$ cat src/smsp_consts.vh
/*
 Constants of the serial master/slave port: register byte offsets,
 field positions, reset values and bus response codes.
 Assumes it is included by bare name from the top design file, the checker and the bench.
*/
`ifndef SMSP_CONSTS_VH
`define SMSP_CONSTS_VH

// ----------------------------------------------------------------
// Register byte offsets on the AXI4-Lite bus
// ----------------------------------------------------------------
`define SMSP_ADDR_W      8
`define SMSP_ADDR_DATA   8'h00
`define SMSP_ADDR_CTRL   8'h04
`define SMSP_ADDR_CONFIG 8'h08
`define SMSP_ADDR_CLKDIV 8'h0C
`define SMSP_ADDR_STATUS 8'h10
`define SMSP_ADDR_MASK   8'h14

// ----------------------------------------------------------------
// Field positions
// ----------------------------------------------------------------
`define SMSP_CTRL_ENABLE 0
`define SMSP_CTRL_MASTER 1
`define SMSP_CTRL_MODE_FAULT_DETECT_ENABLE  2
`define SMSP_CTRL_BUSY   7
`define SMSP_CFG_CPOL    0
`define SMSP_CFG_CPHA    1
`define SMSP_CFG_CHAR16  2
`define SMSP_ST_DONE     0
`define SMSP_ST_OVERRUN  1
`define SMSP_ST_WRITE_COLLISION_FLAG     2
`define SMSP_ST_MODE_FAULT_FLAG     3

// ----------------------------------------------------------------
// Reset values and counts
// ----------------------------------------------------------------
`define SMSP_DIV_RST     8'h03
`define SMSP_SYNC_RST    4'h8
`define SMSP_LAST_EDGE8  5'h0F
`define SMSP_LAST_EDGE16 5'h1F
`define SMSP_RESP_OKAY   2'h0
`define SMSP_RESP_SLVERR 2'h2

`endif

$ cat src/smsp_sync.v
/*
 Three-stage pin synchroniser, one lane per bit.
 Assumes inputs are asynchronous to clk; the output changes only
 once the second and third stages agree.
*/
`timescale 1ns/1ps

module smsp_sync #(
   parameter       WIDTH     = 4,
   parameter [3:0] RESET_VAL = 4'h0
)(
   input  wire             clk,
   input  wire             reset,
   input  wire [WIDTH-1:0] async_in,
   output wire [WIDTH-1:0] sync_out
);

   genvar i;

   // ----------------------------------------------------------------
   // Per-bit lanes
   // ----------------------------------------------------------------
   generate
      for (i = 0; i < WIDTH; i = i + 1)
      begin : lane
         reg s1_reg;
         reg s2_reg;
         reg s3_reg;
         reg out_reg;
         // First stage feeds only the second; agreement filters glitches
         always @(posedge clk or posedge reset)
         begin
            if (reset)
            begin
               s1_reg  <= RESET_VAL[i];
               s2_reg  <= RESET_VAL[i];
               s3_reg  <= RESET_VAL[i];
               out_reg <= RESET_VAL[i];
            end
            else
            begin
               s1_reg <= async_in[i];
               s2_reg <= s1_reg;
               s3_reg <= s2_reg;
               if (s2_reg == s3_reg)
                  out_reg <= s3_reg;
            end
         end
         assign sync_out[i] = out_reg;
      end
   endgenerate

endmodule // smsp_sync

$ cat src/smsp_baud_div.v
/*
 Baud divider: one-cycle tick every divisor+1 clocks while run is high.
 Assumes run drops between transfers so each frame starts in phase.
*/
`timescale 1ns/1ps

module smsp_baud_div (
   input  wire       clk,
   input  wire       reset,
   input  wire       run,
   input  wire [7:0] divisor,
   output reg        tick
);

   reg [7:0] cnt_reg;

   // ----------------------------------------------------------------
   // Counter; held at zero while idle
   // ----------------------------------------------------------------
   always @(posedge clk or posedge reset)
   begin
      if (reset)
      begin
         cnt_reg <= 8'h00;
         tick    <= 1'b0;
      end
      else if (!run)
      begin
         cnt_reg <= 8'h00;
         tick    <= 1'b0;
      end
      else if (cnt_reg == divisor)
      begin
         cnt_reg <= 8'h00;
         tick    <= 1'b1;
      end
      else
      begin
         cnt_reg <= cnt_reg + 8'h01;
         tick    <= 1'b0;
      end
   end

endmodule // smsp_baud_div

$ cat src/smsp_top.v
/*
 Serial master/slave port with AXI4-Lite register access.
 Assumes serial pins are asynchronous to clk and are sampled here;
 the pin wire levels are resolved outside from the *_oe_n enables.
*/
// What this block does
// - Full duplex four-wire port, master or slave
// - Character length 8 or 16 bits
// - Four clock polarity and phase combinations
// - Slave clock up to 1/8, master 1/2
// - Completed character copied into read buffer
// - No overrun if buffer read in time
// - Transmit single buffered, load only when idle
// - One data address: read buffer, write shifter
// - Master samples MISO; selected slave drives it
// - Master drives MOSI; selected slave samples it
// - Master makes SCLK; slave shifts on it
// - SS selects slave, or faults master if enabled
// - Completion and errors flagged for irq or polling
// - Busy flag set during transfer, read only
// - Data write while busy blocked, collision flagged
// - Overrun flagged, newest character discarded
// - SS fall in master faults, clears master
`timescale 1ns/1ps
`include "smsp_consts.vh"

module smsp_top (
   input  wire        clk,
   input  wire        reset,
   input  wire [7:0]  s_axi_awaddr,
   input  wire        s_axi_awvalid,
   output reg         s_axi_awready,
   input  wire [31:0] s_axi_wdata,
   input  wire [3:0]  s_axi_wstrb,
   input  wire        s_axi_wvalid,
   output reg         s_axi_wready,
   output reg  [1:0]  s_axi_bresp,
   output reg         s_axi_bvalid,
   input  wire        s_axi_bready,
   input  wire [7:0]  s_axi_araddr,
   input  wire        s_axi_arvalid,
   output reg         s_axi_arready,
   output reg  [31:0] s_axi_rdata,
   output reg  [1:0]  s_axi_rresp,
   output reg         s_axi_rvalid,
   input  wire        s_axi_rready,
   input  wire        sclk_in,
   output reg         sclk_out,
   output reg         sclk_oe_n,
   input  wire        mosi_in,
   output wire        mosi_out,
   output reg         mosi_oe_n,
   input  wire        miso_in,
   output wire        miso_out,
   output reg         miso_oe_n,
   input  wire        ss_n,
   output reg         irq
);

   // ----------------------------------------------------------------
   // State
   // ----------------------------------------------------------------
   reg  [7:0]  aw_addr_reg;
   reg  [31:0] w_data_reg;
   reg  [3:0]  w_strb_reg;
   reg         enable_reg;
   reg         master_reg;
   reg         mode_fault_detect_enable_reg;
   reg         cpol_reg;
   reg         cpha_reg;
   reg         char16_reg;
   reg  [7:0]  div_reg;
   reg  [3:0]  status_reg;
   reg  [3:0]  mask_reg;
   reg  [15:0] rbuf_reg;
   reg         rbuf_full_reg;
   reg  [15:0] sh_reg;
   reg         shift_out_reg;
   reg         busy_reg;
   reg  [4:0]  edge_cnt_reg;
   reg         sclk_prev_reg;
   reg         ss_prev_reg;
   reg  [31:0] rd_data;
   reg         rd_err;
   reg         wr_err;
   wire [3:0]  pins_s;
   wire        tick;

   // Pin sampling: {ss_n, miso, mosi, sclk}
   smsp_sync #(
      .WIDTH     (4),
      .RESET_VAL (`SMSP_SYNC_RST)
   ) u_sync (
      .clk      (clk),
      .reset    (reset),
      .async_in ({ss_n, miso_in, mosi_in, sclk_in}),
      .sync_out (pins_s)
   );

   // Half period divisor+1 clocks; MISO sync lag needs divisor >= 4
   smsp_baud_div u_baud (
      .clk     (clk),
      .reset   (reset),
      .run     (busy_reg & master_reg),
      .divisor (div_reg),
      .tick    (tick)
   );

   wire sclk_s = pins_s[0];
   wire mosi_s = pins_s[1];
   wire miso_s = pins_s[2];
   wire ss_s   = pins_s[3];

   // ----------------------------------------------------------------
   // Bus decode helpers
   // ----------------------------------------------------------------
   wire do_wr   = !s_axi_awready & !s_axi_wready & !s_axi_bvalid;
   wire ar_take = s_axi_arvalid & s_axi_arready;
   wire wr_lo   = do_wr & w_strb_reg[0];
   wire [15:0] wr_word = {w_strb_reg[1] ? w_data_reg[15:8] : 8'h00,
                          w_strb_reg[0] ? w_data_reg[7:0] : 8'h00};
   wire wr_data_hit = do_wr & (aw_addr_reg == `SMSP_ADDR_DATA);
   wire rd_data_hit = ar_take & (s_axi_araddr == `SMSP_ADDR_DATA);

   // ----------------------------------------------------------------
   // Shift engine helpers
   // ----------------------------------------------------------------
   wire collide   = wr_data_hit & busy_reg;
   wire load      = wr_data_hit & !busy_reg & enable_reg;
   wire ss_fall   = ss_prev_reg & !ss_s;
   wire fault     = ss_fall & enable_reg & master_reg & mode_fault_detect_enable_reg;
   wire sel_start = ss_fall & enable_reg & !master_reg & !busy_reg;
   wire m_edge    = tick & busy_reg & master_reg;
   wire s_edge    = busy_reg & !master_reg & !ss_s & (sclk_s != sclk_prev_reg);
   wire eng_edge  = m_edge | s_edge;
   // Leading edge leaves the idle level set by polarity
   wire lead      = master_reg ? (sclk_out == cpol_reg) : (sclk_s != cpol_reg);
   wire sample    = lead ^ cpha_reg;
   wire in_bit    = master_reg ? miso_s : mosi_s;
   wire [15:0] sh_shift = {sh_reg[14:0], in_bit};
   wire last_edge = edge_cnt_reg ==
                    (char16_reg ? `SMSP_LAST_EDGE16 : `SMSP_LAST_EDGE8);
   wire done      = eng_edge & last_edge;
   wire [15:0] rx_raw  = sample ? sh_shift : sh_reg;
   wire [15:0] rx_word = char16_reg ? rx_raw : {8'h00, rx_raw[7:0]};
   wire store     = done & (!rbuf_full_reg | rd_data_hit);
   wire overrun   = done & rbuf_full_reg & !rd_data_hit;
   wire [3:0] events = {fault, collide, overrun, done};

   // Outgoing bit is MSB of the active character width
   function msb_of;
      input [15:0] v;
      input        wide;
      begin
         msb_of = wide ? v[15] : v[7];
      end
   endfunction

   // ----------------------------------------------------------------
   // Read mux
   // ----------------------------------------------------------------
   always @*
   begin
      rd_data = 32'h0000_0000;
      rd_err  = 1'b0;
      if (s_axi_araddr == `SMSP_ADDR_DATA)
         rd_data = {16'h0000, rbuf_reg};
      else if (s_axi_araddr == `SMSP_ADDR_CTRL)
         rd_data = {24'h00_0000, busy_reg, 4'h0,
                    mode_fault_detect_enable_reg, master_reg, enable_reg};
      else if (s_axi_araddr == `SMSP_ADDR_CONFIG)
         rd_data = {29'h0000_0000, char16_reg, cpha_reg, cpol_reg};
      else if (s_axi_araddr == `SMSP_ADDR_CLKDIV)
         rd_data = {24'h00_0000, div_reg};
      else if (s_axi_araddr == `SMSP_ADDR_STATUS)
         rd_data = {28'h000_0000, status_reg};
      else if (s_axi_araddr == `SMSP_ADDR_MASK)
         rd_data = {28'h000_0000, mask_reg};
      else
         rd_err = 1'b1;
   end

   // Write address check; unmapped writes answer SLVERR
   always @*
   begin
      wr_err = 1'b0;
      if (aw_addr_reg == `SMSP_ADDR_DATA)
         wr_err = 1'b0;
      else if (aw_addr_reg == `SMSP_ADDR_CTRL)
         wr_err = 1'b0;
      else if (aw_addr_reg == `SMSP_ADDR_CONFIG)
         wr_err = 1'b0;
      else if (aw_addr_reg == `SMSP_ADDR_CLKDIV)
         wr_err = 1'b0;
      else if (aw_addr_reg == `SMSP_ADDR_STATUS)
         wr_err = 1'b0;
      else if (aw_addr_reg == `SMSP_ADDR_MASK)
         wr_err = 1'b0;
      else
         wr_err = 1'b1;
   end

   // ----------------------------------------------------------------
   // AXI4-Lite handshakes: address and data held until response taken
   // ----------------------------------------------------------------
   always @(posedge clk or posedge reset)
   begin
      if (reset)
      begin
         s_axi_awready <= 1'b1;
         s_axi_wready  <= 1'b1;
         s_axi_bvalid  <= 1'b0;
         s_axi_bresp   <= `SMSP_RESP_OKAY;
         s_axi_arready <= 1'b1;
         s_axi_rvalid  <= 1'b0;
         s_axi_rresp   <= `SMSP_RESP_OKAY;
         s_axi_rdata   <= 32'h0000_0000;
         aw_addr_reg   <= 8'h00;
         w_data_reg    <= 32'h0000_0000;
         w_strb_reg    <= 4'h0;
      end
      else
      begin
         if (s_axi_awvalid & s_axi_awready)
         begin
            aw_addr_reg   <= s_axi_awaddr;
            s_axi_awready <= 1'b0;
         end
         if (s_axi_wvalid & s_axi_wready)
         begin
            w_data_reg   <= s_axi_wdata;
            w_strb_reg   <= s_axi_wstrb;
            s_axi_wready <= 1'b0;
         end
         if (do_wr)
         begin
            s_axi_bvalid <= 1'b1;
            s_axi_bresp  <= wr_err ? `SMSP_RESP_SLVERR : `SMSP_RESP_OKAY;
         end
         if (s_axi_bvalid & s_axi_bready)
         begin
            s_axi_bvalid  <= 1'b0;
            s_axi_awready <= 1'b1;
            s_axi_wready  <= 1'b1;
         end
         // Read answers one cycle after the address is taken
         if (ar_take)
         begin
            s_axi_arready <= 1'b0;
            s_axi_rvalid  <= 1'b1;
            s_axi_rdata   <= rd_data;
            s_axi_rresp   <= rd_err ? `SMSP_RESP_SLVERR : `SMSP_RESP_OKAY;
         end
         if (s_axi_rvalid & s_axi_rready)
         begin
            s_axi_rvalid  <= 1'b0;
            s_axi_arready <= 1'b1;
         end
      end
   end

   // ----------------------------------------------------------------
   // Control registers and sticky flags (set beats write-one clear)
   // ----------------------------------------------------------------
   always @(posedge clk or posedge reset)
   begin
      if (reset)
      begin
         enable_reg <= 1'b0;
         master_reg <= 1'b0;
         mode_fault_detect_enable_reg  <= 1'b0;
         cpol_reg   <= 1'b0;
         cpha_reg   <= 1'b0;
         char16_reg <= 1'b0;
         div_reg    <= `SMSP_DIV_RST;
         status_reg <= 4'h0;
         mask_reg   <= 4'h0;
         irq        <= 1'b0;
      end
      else
      begin
         if (wr_lo & (aw_addr_reg == `SMSP_ADDR_CTRL))
         begin
            enable_reg <= w_data_reg[`SMSP_CTRL_ENABLE];
            mode_fault_detect_enable_reg  <= w_data_reg[`SMSP_CTRL_MODE_FAULT_DETECT_ENABLE];
            // Promotion to master only while SS is deasserted
            master_reg <= w_data_reg[`SMSP_CTRL_MASTER] & (master_reg | ss_s);
         end
         if (wr_lo & (aw_addr_reg == `SMSP_ADDR_CONFIG))
         begin
            cpol_reg   <= w_data_reg[`SMSP_CFG_CPOL];
            cpha_reg   <= w_data_reg[`SMSP_CFG_CPHA];
            char16_reg <= w_data_reg[`SMSP_CFG_CHAR16];
         end
         if (wr_lo & (aw_addr_reg == `SMSP_ADDR_CLKDIV))
            div_reg <= w_data_reg[7:0];
         if (wr_lo & (aw_addr_reg == `SMSP_ADDR_MASK))
            mask_reg <= w_data_reg[3:0];
         if (fault)
            master_reg <= 1'b0;
         if (wr_lo & (aw_addr_reg == `SMSP_ADDR_STATUS))
            status_reg <= (status_reg & ~w_data_reg[3:0]) | events;
         else
            status_reg <= status_reg | events;
         irq <= |(status_reg & mask_reg);
      end
   end

   // ----------------------------------------------------------------
   // Shift engine, receive buffer and pin drivers
   // ----------------------------------------------------------------
   always @(posedge clk or posedge reset)
   begin
      if (reset)
      begin
         sh_reg        <= 16'h0000;
         shift_out_reg <= 1'b0;
         busy_reg      <= 1'b0;
         edge_cnt_reg  <= 5'h00;
         rbuf_reg      <= 16'h0000;
         rbuf_full_reg <= 1'b0;
         sclk_prev_reg <= 1'b0;
         ss_prev_reg   <= 1'b1;
         sclk_out      <= 1'b0;
         sclk_oe_n     <= 1'b1;
         mosi_oe_n     <= 1'b1;
         miso_oe_n     <= 1'b1;
      end
      else
      begin
         sclk_prev_reg <= sclk_s;
         ss_prev_reg   <= ss_s;
         // Write goes to the shifter; a collision leaves it untouched
         if (load)
         begin
            sh_reg <= wr_word;
            if (!cpha_reg)
               shift_out_reg <= msb_of(wr_word, char16_reg);
            if (master_reg)
            begin
               busy_reg     <= 1'b1;
               edge_cnt_reg <= 5'h00;
            end
         end
         // Slave frame starts at select
         if (sel_start & !load)
         begin
            busy_reg     <= 1'b1;
            edge_cnt_reg <= 5'h00;
            if (!cpha_reg)
               shift_out_reg <= msb_of(sh_reg, char16_reg);
         end
         if (eng_edge)
         begin
            edge_cnt_reg <= edge_cnt_reg + 5'h01;
            if (sample)
               sh_reg <= sh_shift;
            else
               shift_out_reg <= msb_of(sh_reg, char16_reg);
            if (last_edge)
               busy_reg <= 1'b0;
         end
         // Deselect ends a slave frame; a fault ends a master frame
         if ((busy_reg & !master_reg & ss_s) | fault)
            busy_reg <= 1'b0;
         if (store)
         begin
            rbuf_reg      <= rx_word;
            rbuf_full_reg <= 1'b1;
         end
         else if (rd_data_hit)
            rbuf_full_reg <= 1'b0;
         // Master clock rests at polarity level between frames
         if (!busy_reg | !master_reg)
            sclk_out <= cpol_reg;
         else if (m_edge)
            sclk_out <= ~sclk_out;
         sclk_oe_n <= !(enable_reg & master_reg);
         mosi_oe_n <= !(enable_reg & master_reg);
         miso_oe_n <= !(enable_reg & !master_reg & !ss_s);
      end
   end

   // Both data pins carry the same shifter bit; enables pick the pin
   assign mosi_out = shift_out_reg;
   assign miso_out = shift_out_reg;

endmodule // smsp_top

$ cat config.mk
export PLATFORM = sky130hd
export DESIGN_NAME = smsp_top
export DESIGN_NICKNAME = d
export VERILOG_FILES = /design/src/smsp_sync.v /design/src/smsp_baud_div.v /design/src/smsp_top.v
export VERILOG_INCLUDE_DIRS = /design/src
export SDC_FILE = /design/constraint.sdc
export NUM_CORES = 1
export LEC_CHECK = 0
export BUFFER_PORTS_ARGS = -buffer_cell sky130_fd_sc_hd__buf_2
export CAP_MARGIN = 0
export CORE_UTILIZATION = 56
export CTS_CLUSTER_DIAMETER = 40
export CTS_CLUSTER_SIZE = 12
export DETAILED_ROUTE_END_ITERATION = 8
export HOLD_SLACK_MARGIN = 0.06
export PLACE_DENSITY = 0.92
export SETUP_SLACK_MARGIN = 0.15
export SLEW_MARGIN = 20
export SYNTH_ARGS = -nofsm -noshare
export SYNTH_HDL_FRONTEND = slang
export SYNTH_HIERARCHICAL = 1
export SYNTH_SLANG_ARGS = --single-unit
$ cat constraint.sdc
create_clock -name clk -period 4 [get_ports clk]
set_input_delay 0.4 -clock clk [delete_from_list [all_inputs] [get_ports clk]]
set_output_delay 0.4 -clock clk [all_outputs]
set_load 0.01 [all_outputs]
==> results.tsv <==
stage	metric	value	unit
yosys	mappedNetlistArea	6570	sq um
timing	fin_skew	0.00704	ns
routing	wl	15.4	mm
yosys	synthCells	573	
place	post-dp-hpwl	10.0	mm
clocking	cts_tree	built	
setup_path	cpMaxStageDelayCell	o41a_1	
die	io_pins	111	
yosys	syn_avg_cell_area	11.5	sq um
layout	final_area	7540	sq um
yosys	yosys.cell_types.count	67	
power_and_ir_drop	switching_share	0.292	
power_and_ir_drop	pwr-share-clk	0.390	
routing	drtPass1Iterations	5	
clocking	post_cts_buffers	0	
yosys	async_reset_ff_frac	1.00	
setup_path	cp-start-kind	flop	
clocking	clock_path_buffers	2	
place	place_area	6900	sq um
layout	final.fill_count	813	
global_routing	grt_start_max_net_pins	47	
power_and_ir_drop	ir_drop	0.374	mV
setup_path	reg2reg_slack	1.24	ns
clocking	clock_latency	0.42	ns
layout	layout_common_cells	dfrtp_1, buf_2, nand2_1, mux2_2, o21ai_0	
clocking	tritoncts.num_buffers	17	
power_and_ir_drop	power_density	568	nW/um^2
global_routing	grt_use_total	0.276	
layout	area_delta_synth_final	14.8	%
setup_path	crit_path_cell_trace	nand2_1 > o41a_1 > or2_2 > o31ai_1	
timing	finalHoldViolations	0	
setup_path	crit_path_max_fanout	25	
job	drv_cap	0	
place	place_congestion	0.855	
timing	holdWs	0.0839	ns
layout	antennaDiodeCount	0	
clocking	cts_htree_levels	4	
clocking	root_buffer	clkbuf_16	
yosys	synth-seq-cells	142	
global_routing	antenna_found_initial	0	
die	core_area	11400	sq um
routing	routedWlPerCell	19.4	um
timing	period_needed	2.76	ns
timing	slew_viol_final	0	
timing	final.period_utilization	0.689	
setup_path	cpPeakStageDelay	0.82	ns
routing	ant_nets	0	
place	io_buffer_count	74	
yosys	synth_seq_area_share	0.543	
die	die_w	110	um
yosys	synth_ff_type	dfrtp_1	
layout	drive_gt1_frac	0.310	
clocking	path_clk_slew	0.06	ns
layout	final_nets	704	
layout	mostFrequentLayoutCell	dfrtp_1	
timing	clock.fmax	363	MHz
global_routing	grt_overflow	0	
die	initial_core_util	0.575	
routing	drc	0	
global_routing	grt_pass1_vias	4899	
yosys	yosysWarnings	6	
power_and_ir_drop	power.leakage	3.49	nW
layout	regArea	3570	sq um
routing	drt_iter0_markers	461	
power_and_ir_drop	seqPwrFrac	0.456	
routing	route.vias.total	4952	
power_and_ir_drop	combPwrFrac	0.155	
die	die_h	110	um
global_routing	grt_pass1_wl	24.7	mm
clocking	cts_sinks	142	
die	die-area	12200	sq um
setup_path	critical_path_required	4.32	ns
power_and_ir_drop	switching_power	0.00125	W
timing	slew_headroom	0.427	
timing	rsz0062_at_grt	false	
outcome	outcome	finished clean	
timing	setup-tns-final	0	ns
yosys	synth_edf_count	0	
setup_path	critPathKind	reg2reg	
timing	finalSetupViolCount	0	
setup_path	critPathArrivalTime	3.07	ns
setup_path	cp-end-kind	flop	
min_path	min_path_type	in2reg	
power_and_ir_drop	internal_power	0.00303	W
die	rows	39	
timing	worstMarginPinSlew	0.858	ns
layout	multi_input_area	2680	sq um
routing	avgViaCountPerCell	6.23	
cell type report:
type                    instances  share of cell area
repair buffers                 80              0.0554
multi-input cells             381               0.355
clock buffers                  21              0.0637
clock inverters                11              0.0204
flip-flops and latches        142               0.473
inverters                      17             0.00879
well taps                     143              0.0237
power by group through the flow:
stage               Clock, W  Combinational [W]  Sequential [W]
detailed placement         0           0.000648         0.00196
finish               0.00167           0.000663         0.00195
CTS                  0.00168           0.000661         0.00194
global placement           0           0.000617         0.00193
floorplan                  0           0.000558         0.00183
global route         0.00175           0.000736         0.00198
final timing paths:
kind | from | to | cells past startpoint
hold reg to reg | u_sync/lane[1].s1_reg | u_sync/lane[1].s2_reg | 0
hold / removal | ss_n | u_sync/lane[3].s1_reg | 1
setup reg to reg | s_axi_arready | rbuf_reg[11] | 4
min in group asynchronous | reset | u_baud/cnt_reg[0] | 3
setup / recovery | s_axi_arready | rbuf_reg[11] | 4
max in group asynchronous | reset | s_axi_arready | 4
metrics by stage:
| stage | worst slack (ns) | std cells | power, W | utilization |
|---|---|---|---|---|
| after floorplan | 0.512 | 590 | 0.00239 | - |
| final | 1.24 | 795 | 0.00429 | 0.661 |
| after global routing | 1.07 | 795 | 0.00446 | 0.661 |
| after global placement | 1.42 | 762 | 0.00255 | 0.604 |
| after CTS | 1.26 | 795 | 0.00429 | 0.661 |
| after detailed placement | 1.30 | 762 | 0.00261 | 0.604 |
routing by layer:
layer	wire [um]	global-route usage
met1	6020	0.337
met2	7540	0.441
met3	1220	0.0870
met4	637	0.139
met5	0	0
Yosys cell counts (all sizes together) (2+ instances only):
| cell | number | share of area |
|---|---|---|
| a211oi | 6 | 0.0069 |
| a21oi | 16 | 0.012 |
| a221oi | 3 | 0.0040 |
| a22o | 13 | 0.017 |
| a22oi | 9 | 0.010 |
| and2 | 3 | 0.0029 |
| and3 | 3 | 0.0029 |
| buf | 36 | 0.041 |
| clkbuf | 14 | 0.0082 |
| dfrtp | 130 | 0.50 |
| dfstp | 12 | 0.048 |
| ha | 2 | 0.0038 |
| inv | 16 | 0.0091 |
| maj3 | 4 | 0.0069 |
| mux2 | 59 | 0.10 |
| mux2i | 21 | 0.032 |
| nand2 | 64 | 0.037 |
| nand3 | 12 | 0.011 |
| nand4 | 3 | 0.0029 |
| nor2 | 10 | 0.0057 |
| nor2b | 2 | 0.0019 |
| nor3 | 6 | 0.0046 |
| nor4 | 5 | 0.0089 |
| o21ai | 58 | 0.044 |
| o22ai | 3 | 0.0029 |
| o31ai | 10 | 0.011 |
| or2 | 3 | 0.0029 |
| or3 | 6 | 0.0057 |
| or4 | 3 | 0.0040 |
| xnor2 | 6 | 0.0091 |
| xor2 | 11 | 0.016 |
cells by family after synthesis:
group           count (synthesis)  synth area share
xor+xnor                       17            0.0249
buf+inv                        67            0.0588
flops                         142             0.543
mux                            80             0.133
other cells                     1          0.000571
simple gates                  128             0.101
fa+ha+maj                       6            0.0107
compound gates                132             0.128
critical path, delay by kind of cell, from the launching register on:
kind	cells	cell delay (ns)
flip-flops	1	0.55
AO/OA/AOI/OAI	2	1.13
AND/OR/NAND/NOR	2	0.97
repair_timing:
item	4_1_cts	5_1_grt
hold buffers	1	0
gates resized for setup	0	0
endpoints found under the hold margin	9	0
Note: power is estimated with default switching activity, not from simulation.
